$ cat src/rtl/rt_sup_params.svh
`ifndef RT_SUP_PARAMS_SVH
`define RT_SUP_PARAMS_SVH

// System clock rate and timing figures
`define CLK_FREQ_MHZ        125
`define NORESP_LONG_US      31
`define NORESP_SHORT_US     14
`define LOOP_STOP_US        3
`define TX_LIMIT_US         800
`define NORESP_LONG_CYC     (`NORESP_LONG_US * `CLK_FREQ_MHZ)
`define NORESP_SHORT_CYC    (`NORESP_SHORT_US * `CLK_FREQ_MHZ)
`define LOOP_STOP_CYC       (`LOOP_STOP_US * `CLK_FREQ_MHZ)
`define TX_LIMIT_CYC        (`TX_LIMIT_US * `CLK_FREQ_MHZ)
`define RX_END_CYCLES       8

// Register offsets (byte addresses)
`define REG_CONFIG          8'h00
`define REG_STATUS          8'h04
`define REG_LAST_CMD        8'h08
`define REG_BIT             8'h0c
`define REG_CHAR            8'h10
`define REG_STATE           8'h14
`define CFG_LEGAL_BIT       0
`define CFG_WRAP_BIT        1
`define CFG_RESET           2'h0

// Characterization table bases
`define CHAR_RX_MC          16'h0200
`define CHAR_RX_BC_MC       16'h0220
`define CHAR_RX_SA          16'h0240
`define CHAR_RX_BC_SA       16'h0260
`define CHAR_TX_MC          16'h0280
`define CHAR_TX_BC_MC       16'h02a0
`define CHAR_TX_SA          16'h02c0

// Characterization word fields
`define CW_ILLEGAL          0
`define CW_DWC_HI           5
`define CW_DWC_LO           1
`define CW_MODE_HI          7
`define CW_MODE_LO          6
`define CW_CHECK            8
`define CW_NOT_READY        9
`define CW_BUF_HI           12
`define CW_BUF_LO           10

// BIT word fields
`define BIT_TIMEOUT_RED     13
`define BIT_TIMEOUT_NOM     12
`define BIT_HIGH_COUNT      6
`define BIT_LOW_COUNT       5
`define BIT_LOOP            2
`define BIT_BUSY            1
`define BIT_TIMEOUT         0

// Command word details
`define BCAST_ADDR          5'h1f
`define WRAP_SA             5'h1e
`define WRAP_DEPTH          32
`define MC_TX_STATUS        5'h02
`define MC_TX_LAST_CMD      5'h12
`define MC_TX_BIT           5'h13

`endif

$ cat src/rtl/rt_sup_pkg.sv
package rt_sup_pkg;

	typedef enum logic [4:0]
	{
		ST_IDLE   = 5'h01,
		ST_FETCH  = 5'h02,
		ST_RX     = 5'h04,
		ST_RX_END = 5'h08,
		ST_TX     = 5'h10
	} sup_state_e;

	typedef logic [15:0] word_t;

endpackage

$ cat src/rtl/wrap_buffer.sv
`timescale 1ns/1ps
`include "rt_sup_params.svh"

module wrap_buffer
	import rt_sup_pkg::*;
(
	input  wire logic       clk,
	input  wire logic       rst_n,
	input  wire logic       clear,
	input  wire logic       wr_en,
	input  wire word_t      wr_data,
	input  wire logic       rd_rewind,
	input  wire logic       rd_en,
	output word_t           rd_data,
	output logic            rd_valid,
	output logic [5:0]      count
);

	word_t      mem [0:`WRAP_DEPTH-1];
	logic [5:0] rd_ptr;

	// Write side; words past the depth are dropped
	always_ff @(posedge clk or negedge rst_n)
	begin
		if (!rst_n)
			count <= 6'h00;
		else if (clear)
			count <= 6'h00;
		else if (wr_en && count < 6'(`WRAP_DEPTH))
			count <= count + 6'h01;
	end

	// Storage has no reset, contents only valid below count
	always_ff @(posedge clk)
	begin
		if (wr_en && !clear && count < 6'(`WRAP_DEPTH))
			mem[count[4:0]] <= wr_data;
	end

	// Read side, one word per request
	always_ff @(posedge clk or negedge rst_n)
	begin
		if (!rst_n)
		begin
			rd_ptr   <= 6'h00;
			rd_data  <= 16'h0000;
			rd_valid <= 1'b0;
		end
		else
		begin
			rd_valid <= 1'b0;
			if (rd_rewind || clear)
				rd_ptr <= 6'h00;
			else if (rd_en && rd_ptr < count)
			begin
				rd_data  <= mem[rd_ptr[4:0]];
				rd_valid <= 1'b1;
				rd_ptr   <= rd_ptr + 6'h01;
			end
		end
	end

endmodule

$ cat src/rtl/rt_bus_supervision_legality.sv
// The register offsets and the Wishbone interface to the registers were chosen for this implementation.
`timescale 1ns/1ps
`include "rt_sup_params.svh"

// Contract
// - RT-to-RT no-response timeout is 31 us with select low, 14 us high.
// - Commands taken on either bus; the reply goes out on the same bus.
// - Status, last command and BIT track the latest transfer on any bus.
// - Valid command on the other bus mid-transfer abandons the current one.
// - Command on alternate bus during receive wrap-up answers with busy set.
// - Loop test mismatch stops emission within 3 us, sets TF and BIT.
// - Emission over 800 us is cut, BIT and TF set, until next valid command.
// - Subaddress 30 receive data is returned by a later transmit to it.
// - Config field picks internal wrap buffer or application-stored wrap.
// - Wrap test accepts 1 to 32 data words.
// - Config field enables legality; when off every message is legal.
// - Characterization word is read every transfer but transmit status and last command, legality on or off; code skips it for deferred commands.
// - Receive mode codes from 0x0200, broadcast 0x0220, subaddresses 0x0241.
// - Transmit mode codes from 0x0280, broadcast transmit from 0x02A0.
// - Broadcast receive subaddresses 0x0261 up, transmit 0x02C1 to 0x02DE.
// - Transmit status and last command need no word, always legal.
// - Bit 0 set marks illegal and sets message error in status.
// - Bits 12 to 10 give circular buffer size, 64 doubling to 8192.
// - Bit 9 set means data block not ready: no data read or write.
// - Bit 8 enables word count check against bits 5 to 1, 0 is 32.
// - Bits 7 to 6 select direct, indirect or indirect stacked memory.
module rt_bus_supervision_legality
	import rt_sup_pkg::*;
#(
	parameter int TX_LIMIT_CYCLES = `TX_LIMIT_CYC
)
(
	input  wire logic        sys_clk,
	input  wire logic        nrst,
	input  wire logic        wb_cyc,
	input  wire logic        wb_stb,
	input  wire logic        wb_we,
	input  wire logic [7:0]  wb_adr,
	input  wire logic [3:0]  wb_sel,
	input  wire logic [31:0] wb_dat_wr,
	output logic [31:0]      wb_dat_rd,
	output logic             wb_ack,
	input  wire logic [4:0]  rt_address,
	input  wire logic        timeout_select,
	input  wire logic        loop_test_enable_n,
	input  wire logic [1:0]  cmd_valid,
	input  wire word_t       cmd_word_nom,
	input  wire word_t       cmd_word_red,
	input  wire logic        rx_word_valid,
	input  wire word_t       rx_word,
	input  wire logic        rx_msg_done,
	input  wire logic        tx_word_valid,
	input  wire word_t       tx_word,
	input  wire logic        echo_valid,
	input  wire word_t       echo_word,
	input  wire logic        tx_msg_done,
	input  wire logic        tx_wrap_req,
	input  wire logic        rtrt_wait_start,
	input  wire logic        rtrt_status_seen,
	output logic             app_req,
	output word_t            app_addr,
	input  wire logic        app_ack,
	input  wire word_t       app_rdata,
	output logic             reply_start,
	output logic             reply_bus,
	output word_t            status_word,
	output logic [1:0]       tx_enable,
	output logic             abort_pulse,
	output logic             data_access_enable,
	output logic [1:0]       memory_mode,
	output logic [2:0]       circular_buffer_size,
	output logic [5:0]       expected_word_count,
	output logic             wrap_internal_active,
	output word_t            wrap_word,
	output logic             wrap_word_valid,
	output logic             noresp_timeout
);

	// Command word helpers
	function automatic logic is_mode(input word_t w);
		is_mode = (w[9:5] == 5'h00) || (w[9:5] == 5'h1f);
	endfunction

	function automatic logic is_bcst(input word_t w);
		is_bcst = (w[15:11] == `BCAST_ADDR);
	endfunction

	function automatic logic is_mc(input word_t w, input logic [4:0] code);
		is_mc = is_mode(w) && w[10] && (w[4:0] == code);
	endfunction

	// Table address taken from the command word alone
	function automatic word_t char_addr(input word_t w);
		word_t base;
		logic  [4:0] idx;
		idx = is_mode(w) ? w[4:0] : w[9:5];
		if (w[10])
			base = is_mode(w) ? (is_bcst(w) ? `CHAR_TX_BC_MC : `CHAR_TX_MC)
			                  : `CHAR_TX_SA;
		else if (is_mode(w))
			base = is_bcst(w) ? `CHAR_RX_BC_MC : `CHAR_RX_MC;
		else
			base = is_bcst(w) ? `CHAR_RX_BC_SA : `CHAR_RX_SA;
		char_addr = base | {11'h000, idx};
	endfunction

	logic        rst_meta_n;
	logic        rst_n;
	sup_state_e  state;
	sup_state_e  next_state;
	word_t       cur_cmd;
	logic        cur_bus;
	logic        pending;
	word_t       pend_cmd;
	logic        pend_bus;
	logic [3:0]  rx_end_cnt;
	logic [1:0]  cfg;
	word_t       last_cmd;
	word_t       bit_word;
	word_t       char_word;
	logic        illegal_msg;
	logic        blk_not_ready;
	logic        chk_en;
	logic        me_flag;
	logic        busy_flag;
	logic        tf_flag;
	logic        bcst_flag;
	logic [1:0]  inhibit;
	logic [5:0]  rx_cnt;
	word_t       exp_word;
	logic        echo_pending;
	logic [8:0]  loop_cnt;
	logic [16:0] tx_cnt;
	logic        noresp_run;
	logic [11:0] noresp_cnt;
	logic        hit_nom;
	logic        hit_red;
	logic        new_cmd;
	word_t       new_word;
	logic        new_bus;
	logic        defer;
	logic        accept;
	logic        launch_pend;
	logic        enter_tx;
	logic        loop_err;
	logic        fetch_illegal;
	logic        tx_limit_hit;
	logic        count_hi;
	logic        count_lo;
	logic        wrap_sa;
	logic [5:0]  wrap_count;

	// Reset release through two flops
	always_ff @(posedge sys_clk or negedge nrst)
	begin
		if (!nrst)
		begin
			rst_meta_n <= 1'b0;
			rst_n      <= 1'b0;
		end
		else
		begin
			rst_meta_n <= 1'b1;
			rst_n      <= rst_meta_n;
		end
	end

	// Command pick; nominal wins a same-cycle tie
	assign hit_nom  = cmd_valid[0] && (cmd_word_nom[15:11] == rt_address || is_bcst(cmd_word_nom));
	assign hit_red  = cmd_valid[1] && (cmd_word_red[15:11] == rt_address || is_bcst(cmd_word_red));
	assign new_cmd  = hit_nom || hit_red;
	assign new_word = hit_nom ? cmd_word_nom : cmd_word_red;
	assign new_bus  = !hit_nom;
	// Other bus during receive wrap-up is held off to protect stored data
	assign defer    = new_cmd && state == ST_RX_END && new_bus != cur_bus;
	assign accept   = new_cmd && !defer;
	assign launch_pend = state == ST_RX_END && rx_end_cnt == 4'h0 && (pending || defer);
	assign enter_tx = next_state == ST_TX && (state != ST_TX || accept);

	// Next state
	always_comb
	begin
		next_state = state;
		if (accept)
		begin
			if (is_mc(new_word, `MC_TX_STATUS) || is_mc(new_word, `MC_TX_LAST_CMD))
				next_state = is_bcst(new_word) ? ST_IDLE : ST_TX;
			else
				next_state = ST_FETCH;
		end
		else
		begin
			case (state)
				ST_IDLE:
					next_state = ST_IDLE;
				ST_FETCH:
					if (app_ack)
						next_state = !cur_cmd[10] ? ST_RX : (is_bcst(cur_cmd) ? ST_IDLE : ST_TX);
				ST_RX:
					if (rx_msg_done)
						next_state = ST_RX_END;
				ST_RX_END:
					if (rx_end_cnt == 4'h0)
						next_state = (launch_pend || !is_bcst(cur_cmd)) ? ST_TX : ST_IDLE;
				ST_TX:
					if (tx_msg_done || loop_err || tx_limit_hit)
						next_state = ST_IDLE;
				default:
					next_state = ST_IDLE;
			endcase
		end
	end

	// Sequencer registers
	always_ff @(posedge sys_clk or negedge rst_n)
	begin
		if (!rst_n)
		begin
			state       <= ST_IDLE;
			cur_cmd     <= 16'h0000;
			cur_bus     <= 1'b0;
			pending     <= 1'b0;
			pend_cmd    <= 16'h0000;
			pend_bus    <= 1'b0;
			rx_end_cnt  <= 4'h0;
			app_addr    <= 16'h0000;
			abort_pulse <= 1'b0;
			reply_start <= 1'b0;
		end
		else
		begin
			state       <= next_state;
			abort_pulse <= accept && state != ST_IDLE;
			reply_start <= enter_tx;
			if (accept)
			begin
				cur_cmd  <= new_word;
				cur_bus  <= new_bus;
				app_addr <= char_addr(new_word);
				pending  <= 1'b0;
			end
			else if (launch_pend)
			begin
				cur_cmd <= pending ? pend_cmd : new_word;
				cur_bus <= pending ? pend_bus : new_bus;
				pending <= 1'b0;
			end
			else if (defer)
			begin
				pending  <= 1'b1;
				pend_cmd <= new_word;
				pend_bus <= new_bus;
			end
			if (state == ST_RX && rx_msg_done)
				rx_end_cnt <= 4'(`RX_END_CYCLES - 1);
			else if (state == ST_RX_END && rx_end_cnt != 4'h0)
				rx_end_cnt <= rx_end_cnt - 4'h1;
		end
	end

	assign app_req   = state == ST_FETCH;
	assign reply_bus = cur_bus;

	// Characterization word capture
	always_ff @(posedge sys_clk or negedge rst_n)
	begin
		if (!rst_n)
		begin
			char_word            <= 16'h0000;
			illegal_msg          <= 1'b0;
			blk_not_ready        <= 1'b0;
			chk_en               <= 1'b0;
			memory_mode          <= 2'h0;
			circular_buffer_size <= 3'h0;
			expected_word_count  <= 6'h20;
		end
		else if (accept)
		begin
			illegal_msg   <= 1'b0;
			blk_not_ready <= 1'b0;
			chk_en        <= 1'b0;
		end
		else if (state == ST_FETCH && app_ack)
		begin
			char_word            <= app_rdata;
			illegal_msg          <= cfg[`CFG_LEGAL_BIT] && app_rdata[`CW_ILLEGAL];
			blk_not_ready        <= !is_mode(cur_cmd) && app_rdata[`CW_NOT_READY];
			chk_en               <= !is_mode(cur_cmd) && app_rdata[`CW_CHECK];
			memory_mode          <= app_rdata[`CW_MODE_HI:`CW_MODE_LO];
			circular_buffer_size <= app_rdata[`CW_BUF_HI:`CW_BUF_LO];
			expected_word_count  <= (app_rdata[`CW_DWC_HI:`CW_DWC_LO] == 5'h00) ? 6'h20
			                        : {1'b0, app_rdata[`CW_DWC_HI:`CW_DWC_LO]};
		end
	end

	// Illegal, not-ready or busy messages touch no data
	assign data_access_enable = (state == ST_RX || state == ST_TX) && !illegal_msg
	                            && !blk_not_ready && !busy_flag;

	// Received word count check
	always_ff @(posedge sys_clk or negedge rst_n)
	begin
		if (!rst_n)
			rx_cnt <= 6'h00;
		else if (state != ST_RX)
			rx_cnt <= 6'h00;
		else if (rx_word_valid && rx_cnt != 6'h3f)
			rx_cnt <= rx_cnt + 6'h01;
	end

	assign count_hi = state == ST_RX && rx_msg_done && chk_en && rx_cnt > expected_word_count;
	assign count_lo = state == ST_RX && rx_msg_done && chk_en && rx_cnt < expected_word_count;

	// Status flags; a new transfer other than transmit status or last command clears them, events set them after
	always_ff @(posedge sys_clk or negedge rst_n)
	begin
		if (!rst_n)
		begin
			me_flag   <= 1'b0;
			busy_flag <= 1'b0;
			tf_flag   <= 1'b0;
			bcst_flag <= 1'b0;
		end
		else
		begin
			if (accept && !is_mc(new_word, `MC_TX_STATUS) && !is_mc(new_word, `MC_TX_LAST_CMD))
			begin
				me_flag   <= 1'b0;
				busy_flag <= 1'b0;
				tf_flag   <= 1'b0;
				bcst_flag <= is_bcst(new_word);
			end
			if (launch_pend)
			begin
				me_flag   <= 1'b0;
				busy_flag <= 1'b1;
				bcst_flag <= 1'b0;
			end
			if (state == ST_FETCH && app_ack && cfg[`CFG_LEGAL_BIT] && app_rdata[`CW_ILLEGAL])
				me_flag <= 1'b1;
			if (count_hi || count_lo)
				me_flag <= 1'b1;
			if (loop_err || tx_limit_hit)
				tf_flag <= 1'b1;
		end
	end

	// Table verdict of a transmit is needed in the very cycle its reply starts
	assign fetch_illegal = state == ST_FETCH && app_ack && cfg[`CFG_LEGAL_BIT]
	                       && app_rdata[`CW_ILLEGAL];

	// Reply status latched as the reply starts; a later fault still raises TF
	always_ff @(posedge sys_clk or negedge rst_n)
	begin
		if (!rst_n)
			status_word <= 16'h0000;
		else
		begin
			if (enter_tx && !(accept && is_mc(new_word, `MC_TX_STATUS))
			    && !(accept && is_mc(new_word, `MC_TX_LAST_CMD)))
				status_word <= {rt_address, me_flag || fetch_illegal, 5'h00,
				                bcst_flag, busy_flag || launch_pend, 2'h0, tf_flag};
			if (loop_err || tx_limit_hit)
				status_word[0] <= 1'b1;
		end
	end

	// Last command and BIT word follow the latest transfer on either bus
	always_ff @(posedge sys_clk or negedge rst_n)
	begin
		if (!rst_n)
		begin
			last_cmd <= 16'h0000;
			bit_word <= 16'h0000;
		end
		else
		begin
			if (accept && !is_mc(new_word, `MC_TX_LAST_CMD))
				last_cmd <= new_word;
			else if (launch_pend)
				last_cmd <= pending ? pend_cmd : new_word;
			if (accept && !is_mc(new_word, `MC_TX_LAST_CMD) && !is_mc(new_word, `MC_TX_STATUS)
			    && !is_mc(new_word, `MC_TX_BIT))
				bit_word <= 16'h0000;
			if (launch_pend)
				bit_word[`BIT_BUSY] <= 1'b1;
			if (count_hi)
				bit_word[`BIT_HIGH_COUNT] <= 1'b1;
			if (count_lo)
				bit_word[`BIT_LOW_COUNT] <= 1'b1;
			if (loop_err)
				bit_word[`BIT_LOOP] <= 1'b1;
			if (tx_limit_hit)
			begin
				bit_word[`BIT_TIMEOUT] <= 1'b1;
				if (cur_bus)
					bit_word[`BIT_TIMEOUT_RED] <= 1'b1;
				else
					bit_word[`BIT_TIMEOUT_NOM] <= 1'b1;
			end
		end
	end

	// Loop test: each emitted word must echo back unchanged in time
	always_ff @(posedge sys_clk or negedge rst_n)
	begin
		if (!rst_n)
		begin
			exp_word     <= 16'h0000;
			echo_pending <= 1'b0;
			loop_cnt     <= 9'h000;
		end
		else if (state != ST_TX || loop_test_enable_n)
		begin
			echo_pending <= 1'b0;
			loop_cnt     <= 9'h000;
		end
		else if (tx_word_valid)
		begin
			exp_word     <= tx_word;
			echo_pending <= 1'b1;
			loop_cnt     <= 9'(`LOOP_STOP_CYC - 1);
		end
		else if (echo_valid)
			echo_pending <= 1'b0;
		else if (echo_pending && loop_cnt != 9'h000)
			loop_cnt <= loop_cnt - 9'h001;
	end

	// A missing echo counts as a mismatch once the window runs out
	assign loop_err = state == ST_TX && !loop_test_enable_n && echo_pending && !tx_word_valid
	                  && ((echo_valid && echo_word != exp_word)
	                  || (!echo_valid && loop_cnt == 9'h000));

	// Emission length limit
	always_ff @(posedge sys_clk or negedge rst_n)
	begin
		if (!rst_n)
			tx_cnt <= 17'h00000;
		else if (state != ST_TX || accept)
			tx_cnt <= 17'h00000;
		else if (tx_cnt != 17'h1ffff)
			tx_cnt <= tx_cnt + 17'h00001;
	end

	assign tx_limit_hit = state == ST_TX && !inhibit[cur_bus]
	                      && tx_cnt == 17'(TX_LIMIT_CYCLES - 1);

	// Transmitter inhibit, lifted only by the next valid command
	always_ff @(posedge sys_clk or negedge rst_n)
	begin
		if (!rst_n)
			inhibit <= 2'h0;
		else
		begin
			if (accept)
				inhibit <= 2'h0;
			if (loop_err || tx_limit_hit)
				inhibit[cur_bus] <= 1'b1;
		end
	end

	assign tx_enable[0] = state == ST_TX && !cur_bus && !inhibit[0];
	assign tx_enable[1] = state == ST_TX && cur_bus && !inhibit[1];

	// RT-to-RT no-response watchdog
	always_ff @(posedge sys_clk or negedge rst_n)
	begin
		if (!rst_n)
		begin
			noresp_run     <= 1'b0;
			noresp_cnt     <= 12'h000;
			noresp_timeout <= 1'b0;
		end
		else
		begin
			noresp_timeout <= noresp_run && noresp_cnt == 12'h000 && !rtrt_status_seen;
			if (rtrt_wait_start)
			begin
				noresp_run <= 1'b1;
				noresp_cnt <= timeout_select ? 12'(`NORESP_SHORT_CYC - 1)
				                             : 12'(`NORESP_LONG_CYC - 1);
			end
			else if (rtrt_status_seen || abort_pulse || noresp_cnt == 12'h000)
				noresp_run <= 1'b0;
			else if (noresp_run)
				noresp_cnt <= noresp_cnt - 12'h001;
		end
	end

	// Wrap-around on subaddress 30
	assign wrap_sa = !is_mode(cur_cmd) && cur_cmd[9:5] == `WRAP_SA && !is_bcst(cur_cmd);
	assign wrap_internal_active = state == ST_TX && wrap_sa && cur_cmd[10]
	                              && cfg[`CFG_WRAP_BIT];

	wrap_buffer u_wrap
	(
		.clk       (sys_clk),
		.rst_n     (rst_n),
		.clear     (state == ST_FETCH && app_ack && wrap_sa && !cur_cmd[10]),
		.wr_en     (state == ST_RX && rx_word_valid && wrap_sa && !cur_cmd[10]
		            && cfg[`CFG_WRAP_BIT] && data_access_enable),
		.wr_data   (rx_word),
		.rd_rewind (state == ST_FETCH && app_ack && wrap_sa && cur_cmd[10]),
		.rd_en     (tx_wrap_req && wrap_internal_active && data_access_enable),
		.rd_data   (wrap_word),
		.rd_valid  (wrap_word_valid),
		.count     (wrap_count)
	);

	// Register bus: ack one cycle after request, write lands on ack edge
	always_ff @(posedge sys_clk or negedge rst_n)
	begin
		if (!rst_n)
		begin
			wb_ack    <= 1'b0;
			wb_dat_rd <= 32'h00000000;
			cfg       <= `CFG_RESET;
		end
		else
		begin
			wb_ack <= wb_cyc && wb_stb && !wb_ack;
			if (wb_cyc && wb_stb && wb_we && wb_ack && wb_sel[0] && wb_adr == `REG_CONFIG)
				cfg <= wb_dat_wr[1:0];
			if (wb_cyc && wb_stb && !wb_ack)
			begin
				case (wb_adr)
					`REG_CONFIG:   wb_dat_rd <= {30'h00000000, cfg};
					`REG_STATUS:   wb_dat_rd <= {16'h0000, status_word};
					`REG_LAST_CMD: wb_dat_rd <= {16'h0000, last_cmd};
					`REG_BIT:      wb_dat_rd <= {16'h0000, bit_word};
					`REG_CHAR:     wb_dat_rd <= {16'h0000, char_word};
					`REG_STATE:    wb_dat_rd <= {18'h00000, wrap_count, pending, inhibit, state};
					default:       wb_dat_rd <= 32'h00000000;
				endcase
			end
		end
	end

endmodule

$ cat config.mk
export PLATFORM = sky130hd
export DESIGN_NAME = rt_bus_supervision_legality
export DESIGN_NICKNAME = d
export VERILOG_FILES = /design/src/rtl/rt_sup_pkg.sv /design/src/rtl/wrap_buffer.sv /design/src/rtl/rt_bus_supervision_legality.sv
export VERILOG_INCLUDE_DIRS = /design/src /design/src/rtl
export SDC_FILE = /design/constraint.sdc
export NUM_CORES = 1
export LEC_CHECK = 0
export BUFFER_PORTS_ARGS = -buffer_cell sky130_fd_sc_hd__buf_2
export CAP_MARGIN = 5
export CELL_PAD_IN_SITES_DETAIL_PLACEMENT = 2
export CELL_PAD_IN_SITES_GLOBAL_PLACEMENT = 2
export CORE_ASPECT_RATIO = 1.75
export CORE_MARGIN = 2
export CORE_UTILIZATION = 46
export DETAILED_ROUTE_END_ITERATION = 16
export PLACE_DENSITY = 0.93
export SYNTH_ARGS = -nofsm -noshare
export SYNTH_HDL_FRONTEND = slang
export SYNTH_HIERARCHICAL = 1
export SYNTH_SLANG_ARGS = --single-unit
$ cat constraint.sdc
create_clock -name sys_clk -period 16.54 [get_ports sys_clk]
set_clock_uncertainty 0.1 [all_clocks]
set_input_delay 1.654 -clock sys_clk [delete_from_list [all_inputs] [get_ports sys_clk]]
set_output_delay 1.654 -clock sys_clk [all_outputs]
set_load 0.02 [all_outputs]
## Yosys cells after proc, flatten, opt, wreduce, memory -nomap -nowiden

Memories as Yosys holds them, arrays and structs flattened. A register that Yosys moved wholly into a read port is not among the register bits.
Index checks and enable logic that the tools add are counted.

| operators by class | value |
|---|---|
| order comparisons | 6 |
| equal/unequal tests | 32 |
| add/sub/neg operators | 7 |
| bitwise gates (word level) | 6 |
| reductions and logical operators | 160 |
| mux-type cells | 90 |

Operators by type and width:

| kind | count |
|---|---|
| $mux W16 | 6 |
| $pmux W16 S6 | 1 |
| $logic_and A1 B1 Y1 | 78 |
| $mux W6 | 10 |
| $eq A5 B5 Y1 const B | 11 |
| $mux W5 | 11 |
| $mux W12 | 4 |
| $mux W1 | 41 |
| $mux W9 | 4 |
| $reduce_bool A2 Y1 | 18 |
| $mux W17 | 2 |
| $logic_not A1 Y1 | 24 |
| $logic_or A1 B1 Y1 | 21 |
| $pmux W5 S4 | 1 |
| $add A6 B1 Y6 const B | 3 |
| $add A17 B1 Y17 const B | 1 |
| $eq A17 B17 Y1 const B | 1 |
| $ne A17 B17 Y1 const B | 1 |
| $eq A8 B4 Y1 const B | 2 |
| $eq A8 B5 Y1 const B | 2 |
| $ne A16 B16 Y1 | 1 |
| $or A16 B5 Y16 | 1 |
| $logic_not A5 Y1 | 3 |
| $mux W14 | 1 |
| other kinds (36) | 53 |

| storage, ports and cells | value |
|---|---|
| memories | 1 |
| logic and storage cells | 349 |
| output and inout port bits | 102 |
| flip-flop bits (word level) | 243 |
| input port bits | 163 |
| bits in writable memories | 512 |

Memory list:

| name | depth | width | read ports | clocked after memory_dff | write ports | line | RTL |
|---|---|---|---|---|---|---|---|
| u_wrap.mem | 32 | 16 | 1 | 1 | 1 | wrap_buffer.sv:19 | `` word_t mem [0:`WRAP_DEPTH-1]; `` |

## Depth between registers and ports, before layout

Gate-level depths: netlist of run 1.

| depth | value |
|---|---|
| depth in word-level cells | 19 |
| depth in mapped cells | 13 |
| gate-level depth less buffers | 13 |

## Cells and area by module

Netlist of run 1, hierarchy kept.

Modules (own cells, without submodules):

| module | cells an instance | times used | area an instance (µm²) | seq. area each (µm²) |
|---|---|---|---|---|
| wrap_buffer | 1,205 | 1 | 21,266.6 | 16,100.4 |
| rt_bus_supervision_legality | 1,035 | 1 | 10,080.9 | 4,932.2 |

## Worst setup path before layout of run 1

No wires, ideal clock.

| timing path | value |
|---|---|
| path kind | register -> register |
| start point | register state[4] |
| end point | memory u_wrap/mem[12][0] in the netlist's numbering (enable) |
| stages on the path, launching flop included | 11 |
| library setup time | 0.388 ns |
| required time | 16.052 ns |
| slack | 11.808 ns |
| data arrival time | 4.243 ns |
| clock period less this slack | 4.732 ns |
| buffers on the path | 1 |
| cells stage by stage | dfrtp_1 nor3_1 nand2_2 a2111oi_0 nand3_1 nor4_1 nor2b_1 clkbuf_1 nor2b_1 nand2_1 nor2_1 |

| between the ends | value |
|---|---|
| word-level cells in the longest chain between the ends | 10 |
| elaborated cells between the ends (all ways) | 20 |
| those cells by class | eq/ne: 3; mux: 2; reduce/logical: 15 |

RTL lines:

| what | line | RTL |
|---|---|---|
| start, declared | rt_bus_supervision_legality.sv:109 | `sup_state_e state;` |
| start signal, assigned | rt_bus_supervision_legality.sv:232 | `state <= next_state;` |
| $eq A5 B3 Y1 or $eq A5 B5 Y1 (tied branches) | rt_bus_supervision_legality.sv:297 | `assign data_access_enable = (state == ST_RX \|\| state == ST_TX) && !illegal_msg` |
| $logic_or A1 B1 Y1 (*) | rt_bus_supervision_legality.sv:297 |  |
| $logic_and A1 B1 Y1 (*) | rt_bus_supervision_legality.sv:297 |  |
| $logic_and A1 B1 Y1 (*) (2 in series) | rt_bus_supervision_legality.sv:298 | `&& !blk_not_ready && !busy_flag;` |
| named net data_access_enable | rt_bus_supervision_legality.sv:69 | `output logic data_access_enable,` |
| $logic_and A1 B1 Y1 (*) | rt_bus_supervision_legality.sv:501 | `.wr_en (state == ST_RX && rx_word_valid && wrap_sa && !cur_cmd[10]` |
| $logic_and A1 B1 Y1 (*) (2 in series) | wrap_buffer.sv:36 | `` if (wr_en && !clear && count < 6'(`WRAP_DEPTH)) `` |
| $mux W1 (*) | wrap_buffer.sv:36 |  |
| $mux W1 (not written as such) (*) | wrap_buffer.sv:37 | `mem[count[4:0]] <= wr_data;` |
| end, declared | wrap_buffer.sv:19 |  |

Mark *: on every way through the listed nets, which the timed path passes. The rest lies on a longest branch.

## Worst setup path after layout of run 1

| timing path | value |
|---|---|
| start point | register state[3] |
| end point | memory u_wrap/mem[16][8] in the netlist's numbering (enable) |

| between the ends | value |
|---|---|
| word-level cells in the longest chain between the ends | 10 |
| elaborated cells between the ends (all ways) | 20 |
| those cells by class | eq/ne: 3; mux: 2; reduce/logical: 15 |

RTL lines:

| what | line |
|---|---|
| $eq A5 B3 Y1 or $eq A5 B5 Y1 (tied branches) | rt_bus_supervision_legality.sv:297, rt_bus_supervision_legality.sv:501 |
| $logic_and A1 B1 Y1 or $logic_or A1 B1 Y1 (tied branches) | rt_bus_supervision_legality.sv:501, rt_bus_supervision_legality.sv:297 |
| $logic_and A1 B1 Y1 (on tied branches) | rt_bus_supervision_legality.sv:501, rt_bus_supervision_legality.sv:297 |
| $logic_and A1 B1 Y1 (on tied branches) (2 in series) | rt_bus_supervision_legality.sv:501, rt_bus_supervision_legality.sv:298 |
| $logic_and A1 B1 Y1 | rt_bus_supervision_legality.sv:501 |
| $logic_and A1 B1 Y1 (*) (2 in series) | wrap_buffer.sv:36 |
| $mux W1 (*) | wrap_buffer.sv:36 |
| $mux W1 (not written as such) (*) | wrap_buffer.sv:37 |

Every way passes the cells marked *; elsewhere a longest branch is shown, timed or not.

==> results.md, run 1 <==
* Crit Path Max Fanout at 16
* Crit-path max cell delay at about 1.2 ns
* Logic pwr share at 5.6%
* Via-to-Cell Ratio at ~6.3
* Element type at the critical path end: flip-flop
* H-tree levels at 3
* Critical path startpoint category: flip-flop
* Most common cell in the netlist: edfxtp_1
* Die Y at approximately 350 um
* Lkg Pwr at 13.08 nW
* Synth-to-Final Area Change at 13.65%
* Worst EP arrival at approximately 6 ns
* Peak VDD IR at between 0.08 and 0.09 mV
* Final Instance Area at 35630 sq um
* Syn Area/Cell at 13.99 sq um
* Final setup viols at 0
* Final ANT Viol Nets at 0
* Cell Int Power at 0.003083 W
* CTS root buf: clkbuf_16
* DRT iter0 DRCs at between 1500 and 2000
* Share of synthesized flip-flops with an asynchronous set or reset at between 30% and 40%
* Clock buffer depth at 3
* Fmax at roughly 170 MHz
* Hpwl dp at ~74000 um
* Yosys warning total at 6
* Final Core Density at a little over half
* Sequential Power Share at approximately half
* Drt wl/cell at ~34 um
* Post-synth EDFFs at 512
* Die width at roughly 200 um
* Placer Congestion at approximately 0.88
* Largest net degree at the start of global routing at between 100 and 150
* Rel. slew slack at under 10%
* GR Util met3 at 5.169%
* Top post-synthesis cells by area: edfxtp_1 49%, dfrtp_1 18%, mux2i_1 9.0%, a22oi_1 3.4%, a21oi_1 1.9%
* Hold crit path type: reg -> reg
* Nets at around 2600
* Setup_tns at 0 ns
* Die outline area at ~70000 sq um
* Share of layout cells above drive strength 1 at between 10% and 20%
* Slowest CP cell: nor2_2
* NetSw at 0.0009782 W
* Area after DPL at 33230 sq um
* Initial antenna violation count at 6
* Final hold vios at 0
* Top cells by count, synth: 512 x edfxtp_1, 283 x mux2i_1, 224 x dfrtp_1
* Fillers at around 6400
* Primary FF master, synth: edfxtp_1
* Fin crit period at about 5.7 ns
* Critical Path RT at approximately 17 ns
* CP cell instances: nor4b_4 -> nand2_1 -> a2111oi_1 -> nand3_1 -> nor4_1 -> nor2b_1 -> nor2b_1 -> nand2_1 -> nor2_2
* GRT busiest layer: met2
* CTS tree: yes
* Worst skew pair latency at between 0.6 and 0.7 ns
* Cts hold-fix bufs at 0
* Total gr overflow at 0
* Area of the multi-input gates at between 9000 and 10000 sq um
* DR DRC count at 0
* Vias in the first global route at approximately 24000
* Gate Count Post-Synth at 2240
* Setup Fix Bufs, Post-CTS at 0
* Hold Path Depth at 0
* Met2 GRT Util at roughly three fifths
* Port Buffers at roughly 200
* Total CTS buffers at 70
* Max-Cap Viols at 0
* Drt first pass iters at 9
* Worst slew pin tran at between 1 and 1.5 ns
* Core ar. at 67470 sq um
* Storage element area at approximately 21000 sq um
* WS Path Type: reg -> reg
* First-pass GRT wire length at 170400 um
* Row count at about 130
* Pwr dens at 114.0 nW/um^2
* Switch share at 24.09%
* Initial Util at 46.46%
* PostCTS Resize Cnt at 0
* Worst Reg-to-Reg Cells at 9
* Clock slew at reported path FFs at about 0.070 ns
* Mapped cell area at approximately 31000 sq um
* Clock power frac at between 40% and 50%
* Dominant cell type by area after synthesis: edfxtp_1
* Gr usage total at between 30% and 40%
* RSZ-0062 raised after global routing: false
* Clock sink count at 738
* Library cells used by synthesis at 78
* Post-synth top area share at between 40% and 50%
* Max Slew Vio Count at 0
* Status: finished clean
* Fin crit share at 34.62%
* Met1 GRT Util at a little over a third
* Detailed Route WL at roughly 120000 um
* Sequential area share after synthesis at between 60% and 70%
* Vias at 21460
* I/O pin count at about 270
* Count of state elements after synthesis at 738
power by group through the flow:
stage                     clock (W)  combinational [W]  sequential, W
final                       0.00174           0.000228        0.00209
after CTS                   0.00177           0.000229        0.00209
after floorplan                   0           0.000106        0.00212
after global placement            0           0.000202        0.00212
after detailed placement          0           0.000224        0.00213
after global routing        0.00182           0.000246        0.00209
layout by cell type, fill, tap and decap left out, types with 8 or more instances in the layout:
master	count
a21o_1	16
a21oi_1	116
a221oi_1	11
a222oi_1	14
a22oi_1	144
and3_1	11
buf_2	201
buf_4	46
bufinv_16	8
clkbuf_1	12
clkbuf_16	73
clkbuf_8	8
clkinv_2	11
conb_1	31
dfrtp_1	222
edfxtp_1	512
ha_1	23
inv_1	31
mux2_1	16
mux2_2	31
mux2i_1	283
nand2_1	154
nand2b_1	9
nand3_1	35
nand4_1	11
nor2_1	144
nor2b_1	10
nor3_1	22
nor4_1	32
o21a_1	8
o21ai_0	37
o22ai_1	20
o31ai_1	10
or4_1	9
xnor2_1	31
xor2_1	36
worst max-delay path: cells and delay by family, from the launching register on:
kind            cells  cell delay [ns]
flops               1             0.50
simple gates        8             3.97
compound gates      1             0.74
routing by layer:
| layer | up-vias | routed length (um) | share of wire [%] |
|---|---|---|---|
| met4 | 2 | 7556 | 6.5 |
| met3 | 355 | 6550 | 5.6 |
| li1 | 8847 | - | - |
| met1 | 11220 | 40310 | 34 |
| met2 | 1042 | 62690 | 54 |
| met5 | - | 11 | 0.0094 |
path summary, 6_finish.rpt:
check                           start                 to  slack (ns)
max                          state[3]  u_wrap/mem[16][8]       10.81
min                        rst_meta_n              rst_n        0.27
max reg2reg                  state[3]  u_wrap/mem[16][8]       10.81
min reg2reg                rst_meta_n              rst_n        0.27
max in group asynchronous       rst_n       char_word[4]       13.71
min in group asynchronous       rst_n        exp_word[5]        0.34
metrics by stage:
step / std cells / setup WS [ns] / hold WS [ns] / power (W)
final: 3397 / 10.81 / 0.2677 / 0.004061
after global routing: 3396 / 10.75 / 0.2882 / 0.004163
after CTS: 3395 / 10.93 / 0.2781 / 0.004084
after detailed placement: 3269 / 11.06 / 0.2412 / 0.002350
after global placement: 3269 / 11.25 / 0.2376 / 0.002322
after floorplan: 2269 / 9.679 / 0.2312 / 0.002229
flip-flops by register name, indices dropped and copies added, names as in the netlist, 7 cells and up:
register        cells
last_cmd           16
pend_cmd           16
loop_cnt            9
cur_cmd            11
wb_dat_rd          16
u_wrap/rd_data     16
u_wrap/mem        512
app_addr            9
tx_cnt             17
bit_word            7
status_word         9
exp_word           16
noresp_cnt         12
char_word          13
final cells by class:
| type | count | share of cell area, % |
|---|---|---|
| Tap cell | 896 | 3.147 |
| Inverter | 32 | 0.3371 |
| Clock inverter | 33 | 1.138 |
| Timing Repair Buffer | 248 | 3.849 |
| Antenna cell | 2 | 0.01405 |
| Multi-Input combinational cell | 1355 | 26.89 |
| Sequential cell | 738 | 59.06 |
| Clock buffer | 93 | 5.563 |
logic make-up (layout without fill, tap and decap cells):
kind of cell / after synthesis / in the layout / share of synthesized area, %
AOI/OAI and AO/OA: 418 / 418 / 9.021
xor gates and xnor gates: 67 / 67 / 1.872
adders and majority gates: 23 / 23 / 0.9180
muxes: 333 / 333 / 10.94
DFF: 738 / 738 / 67.10
buffers and inverters: 176 / 406 / 2.886
other: 2 / 33 / 0.02396
and+or+nand+nor: 483 / 483 / 7.244
Power figures use the tool's default switching activity.
==> run 2: changes to the inputs <==
--- a/config.mk
+++ b/config.mk
@@ -12,9 +12,9 @@
 export CELL_PAD_IN_SITES_GLOBAL_PLACEMENT = 2
 export CORE_ASPECT_RATIO = 1.75
 export CORE_MARGIN = 2
-export CORE_UTILIZATION = 46
+export CORE_UTILIZATION = 43
 export DETAILED_ROUTE_END_ITERATION = 16
-export PLACE_DENSITY = 0.93
+export PLACE_DENSITY = 0.88
 export SYNTH_ARGS = -nofsm -noshare
 export SYNTH_HDL_FRONTEND = slang
 export SYNTH_HIERARCHICAL = 1
==> constraint.sdc (replaced) <==
create_clock -name sys_clk -period 5.3 [get_ports sys_clk]
set_clock_uncertainty 0.1 [all_clocks]
set_input_delay 0.53 -clock sys_clk [delete_from_list [all_inputs] [get_ports sys_clk]]
set_output_delay 0.53 -clock sys_clk [all_outputs]
set_load 0.02 [all_outputs]
==> run 2 against run 1 <==
Effect of this change: total power rose to 3.1 times the previous value; sequential power rose to 3.1 times the previous value; final cell count up 1.6%; die area up 6.9%; non-clock buffer count up 18; combinational power rose to 3.3 times the previous value; clock-buffer cell count up 6; fmax up 18%.
==> results.md, run 2 (synthesis gave the netlist of run 1 again) <==
* Status: finished clean (unchanged)
* Placer Congestion at 0.9289 (was 0.8794)
* Element type at the critical path end: flip-flop (unchanged)
* Largest net degree at the start of global routing at 107 (was 133)
* CP cell instances: nor3_1 -> nand2_2 -> a2111oi_1 -> nand3_1 -> nor4_1 -> nor2b_1 -> nor2b_1 -> nand2_1 -> nor2_1 -> buf_4 (was nor4b_4 -> nand2_1 -> a2111oi_1 -> nand3_1 -> nor4_1 -> nor2b_1 -> nor2b_1 -> nand2_1 -> nor2_2)
* CTS root buf: clkbuf_16 (unchanged)
* Fillers at 6859 (was 6374)
* Nets at 2649 (was 2631)
* DR DRC count at 0 (unchanged)
* Clock sink count at 738 (unchanged)
* Total CTS buffers at 70 (unchanged)
* Share of layout cells above drive strength 1 at 17.19% (was 17.37%)
* Worst EP arrival at 5.07 ns (was 5.86 ns)
* Cell family with most CP delay: simple AND/OR/NAND/NOR gates (unchanged)
* RSZ-0062 raised after global routing: false (unchanged)
* Synth-to-Final Area Change at 14.07% (was 13.65%)
* Worst path bufs/invs at 1 (was 0)
* WS Path Type: reg -> reg (unchanged)
* Worst slew pin tran at 1.184 ns (was 1.386 ns)
* Critical path startpoint category: flip-flop (unchanged)
* Peak VDD IR at 0.2563 mV (was 0.08527 mV)
* First-pass GRT wire length at 162100 um (was 170400 um)
* Slowest CP cell: a2111oi_1 (was nor2_2)
* DRT iter0 DRCs at 1423 (was 1615)
* GR Util met3 at 4.661% (was 5.169%)
* CTS tree: yes (unchanged)
* Fin crit period at 4.861 ns (was 5.725 ns)
* Met1 GRT Util at 32.36% (was 35.67%)
* Rel. slew slack at 20.38% (was 7.522%)
* Crit-path max cell delay at 0.71 ns (was 1.18 ns)
* Met2 GRT Util at 53.15% (was 61.76%)
* Most frequent cells in the layout: 512 x edfxtp_1, 283 x mux2i_1, 222 x dfrtp_1 (unchanged)
* Initial antenna violation count at 2 (was 6)
* Critical Path RT at 5.51 ns (was 16.68 ns)
* Die width at 208.1 um (was 201.3 um)
* CP most frequent cell: nor2b_1
* Worst skew pair latency at 0.63 ns (was 0.64 ns)
* Fmax at 205.7 MHz (was 174.7 MHz)
* Final hold vios at 0 (unchanged)
* Final ANT Viol Nets at 0 (unchanged)
* Gr usage total at 29.41% (was 33.41%)
* Vias at 21040 (was 21460)
* Hold crit path type: in -> reg (was reg -> reg)
* Area after DPL at 33400 sq um (was 33230 sq um)
* Port Buffers at 201 (unchanged)
* Vias in the first global route at 23620 (was 24200)
* I/O pin count at 265 (unchanged)
* Max-Cap Viols at 0 (unchanged)
* Max Slew Vio Count at 0 (unchanged)
* Clock slew at reported path FFs at 0.07 ns (about the same)
* Die outline area at 75160 sq um (was 70330 sq um)
* Pwr dens at 348.0 nW/um^2 (was 114.0 nW/um^2)
* GRT busiest layer: met2 (unchanged)
* Core ar. at 72610 sq um (was 67470 sq um)
* Fin crit share at 91.71% (was 34.62%)
* Initial Util at 43.17% (was 46.46%)
* Via-to-Cell Ratio at 6.097 (was 6.318)
* Total gr overflow at 0 (unchanged)
* Clock buffer depth at 3 (unchanged)
* Drt wl/cell at 31.92 um (was 34.47 um)
* H-tree levels at 3 (unchanged)
* Drt first pass iters at 8 (was 9)
* Die Y at 361.2 um (was 349.3 um)
* Lkg Pwr at 13.12 nW (was 13.08 nW)
* Row count at 131 (was 126)
* Largest register FFs at 512 (unchanged)
* Commonest non-fill, non-tap cell in the layout: edfxtp_1 (unchanged)
* Setup_tns at 0 ns (unchanged)
* Final setup viols at 0 (unchanged)
* Crit Path Max Fanout at 15 (was 16)
* Final Instance Area at 35760 sq um (was 35630 sq um)
* Detailed Route WL at 110200 um (was 117100 um)
* Hpwl dp at 74210 um (was 74000 um)
[run 2: path summary, 6_finish.rpt]
path                               from                 to  slack (ns)  depth (start not counted)
max                            state[4]  u_wrap/mem[24][5]        0.44                         10
max reg2reg                    state[4]  u_wrap/mem[24][5]        0.44                         10
min reg2reg                  rst_meta_n              rst_n        0.28                          0
max in group asynchronous         rst_n        exp_word[7]        3.44                          1
min                        app_rdata[7]       char_word[7]        0.02                          3
min in group asynchronous          nrst              rst_n        0.16                          2
[run 2: final cells by class]
type	instances	area, sq um	share of cell area (%)
multi-input combinational	1355	9578	26.78
clock inverter	29	305.3	0.8537
sequential	738	21040	58.84
clock buffer	99	1989	5.563
inverter	32	120.1	0.3359
timing repair buffer	266	1559	4.360
antenna	1	2.502	0.006998
tap	931	1165	3.258
[run 2: power by group]
part | internal, W | total (W) | leakage (nW) | switching (W)
registers | 0.00634 | 0.00652 | 7.55 | 0.000182
logic | 0.000242 | 0.000745 | 4.47 | 0.000503
clock network | 0.00289 | 0.00518 | 1.11 | 0.00229
[run 2: stage by stage]
step           setup slack (ns)  hold WS (ns)  total power [W]  instances  utilization [%]
2_1_floorplan            0.5681        0.1344         0.006954       2269                -
3_3_place_gp             0.9000        0.2167         0.007266       3316            46.00
3_5_place_dp             0.4905        0.2298         0.007342       3316            46.00
4_1_cts                  0.3871    0.00008871          0.01253       3450            49.24
5_1_grt                  0.1212       0.04313          0.01277       3450            49.24
6_report                 0.4395       0.02364          0.01245       3451            49.25
[run 2: what timing repair did]
item,in CTS,in global routing
hold buffers,6,0
endpoints found under the setup margin,0,15
hold endpoints to repair,7,0
resized for setup,0,1
buffers inserted,0,0
[run 2: tightest hold or removal path, delay by kind of cell]
family	cells	cell delay [ns]
buffers and inverters	1	0.08
and+or+nand+nor	2	0.12
[run 2: metal layers]
metal / share of wire [%] / up-vias
met3: 5.4 / 284
met5: 0.025 / -
met4: 6.6 / 4
met1: 36 / 10970
li1: - / 8864
met2: 52 / 924
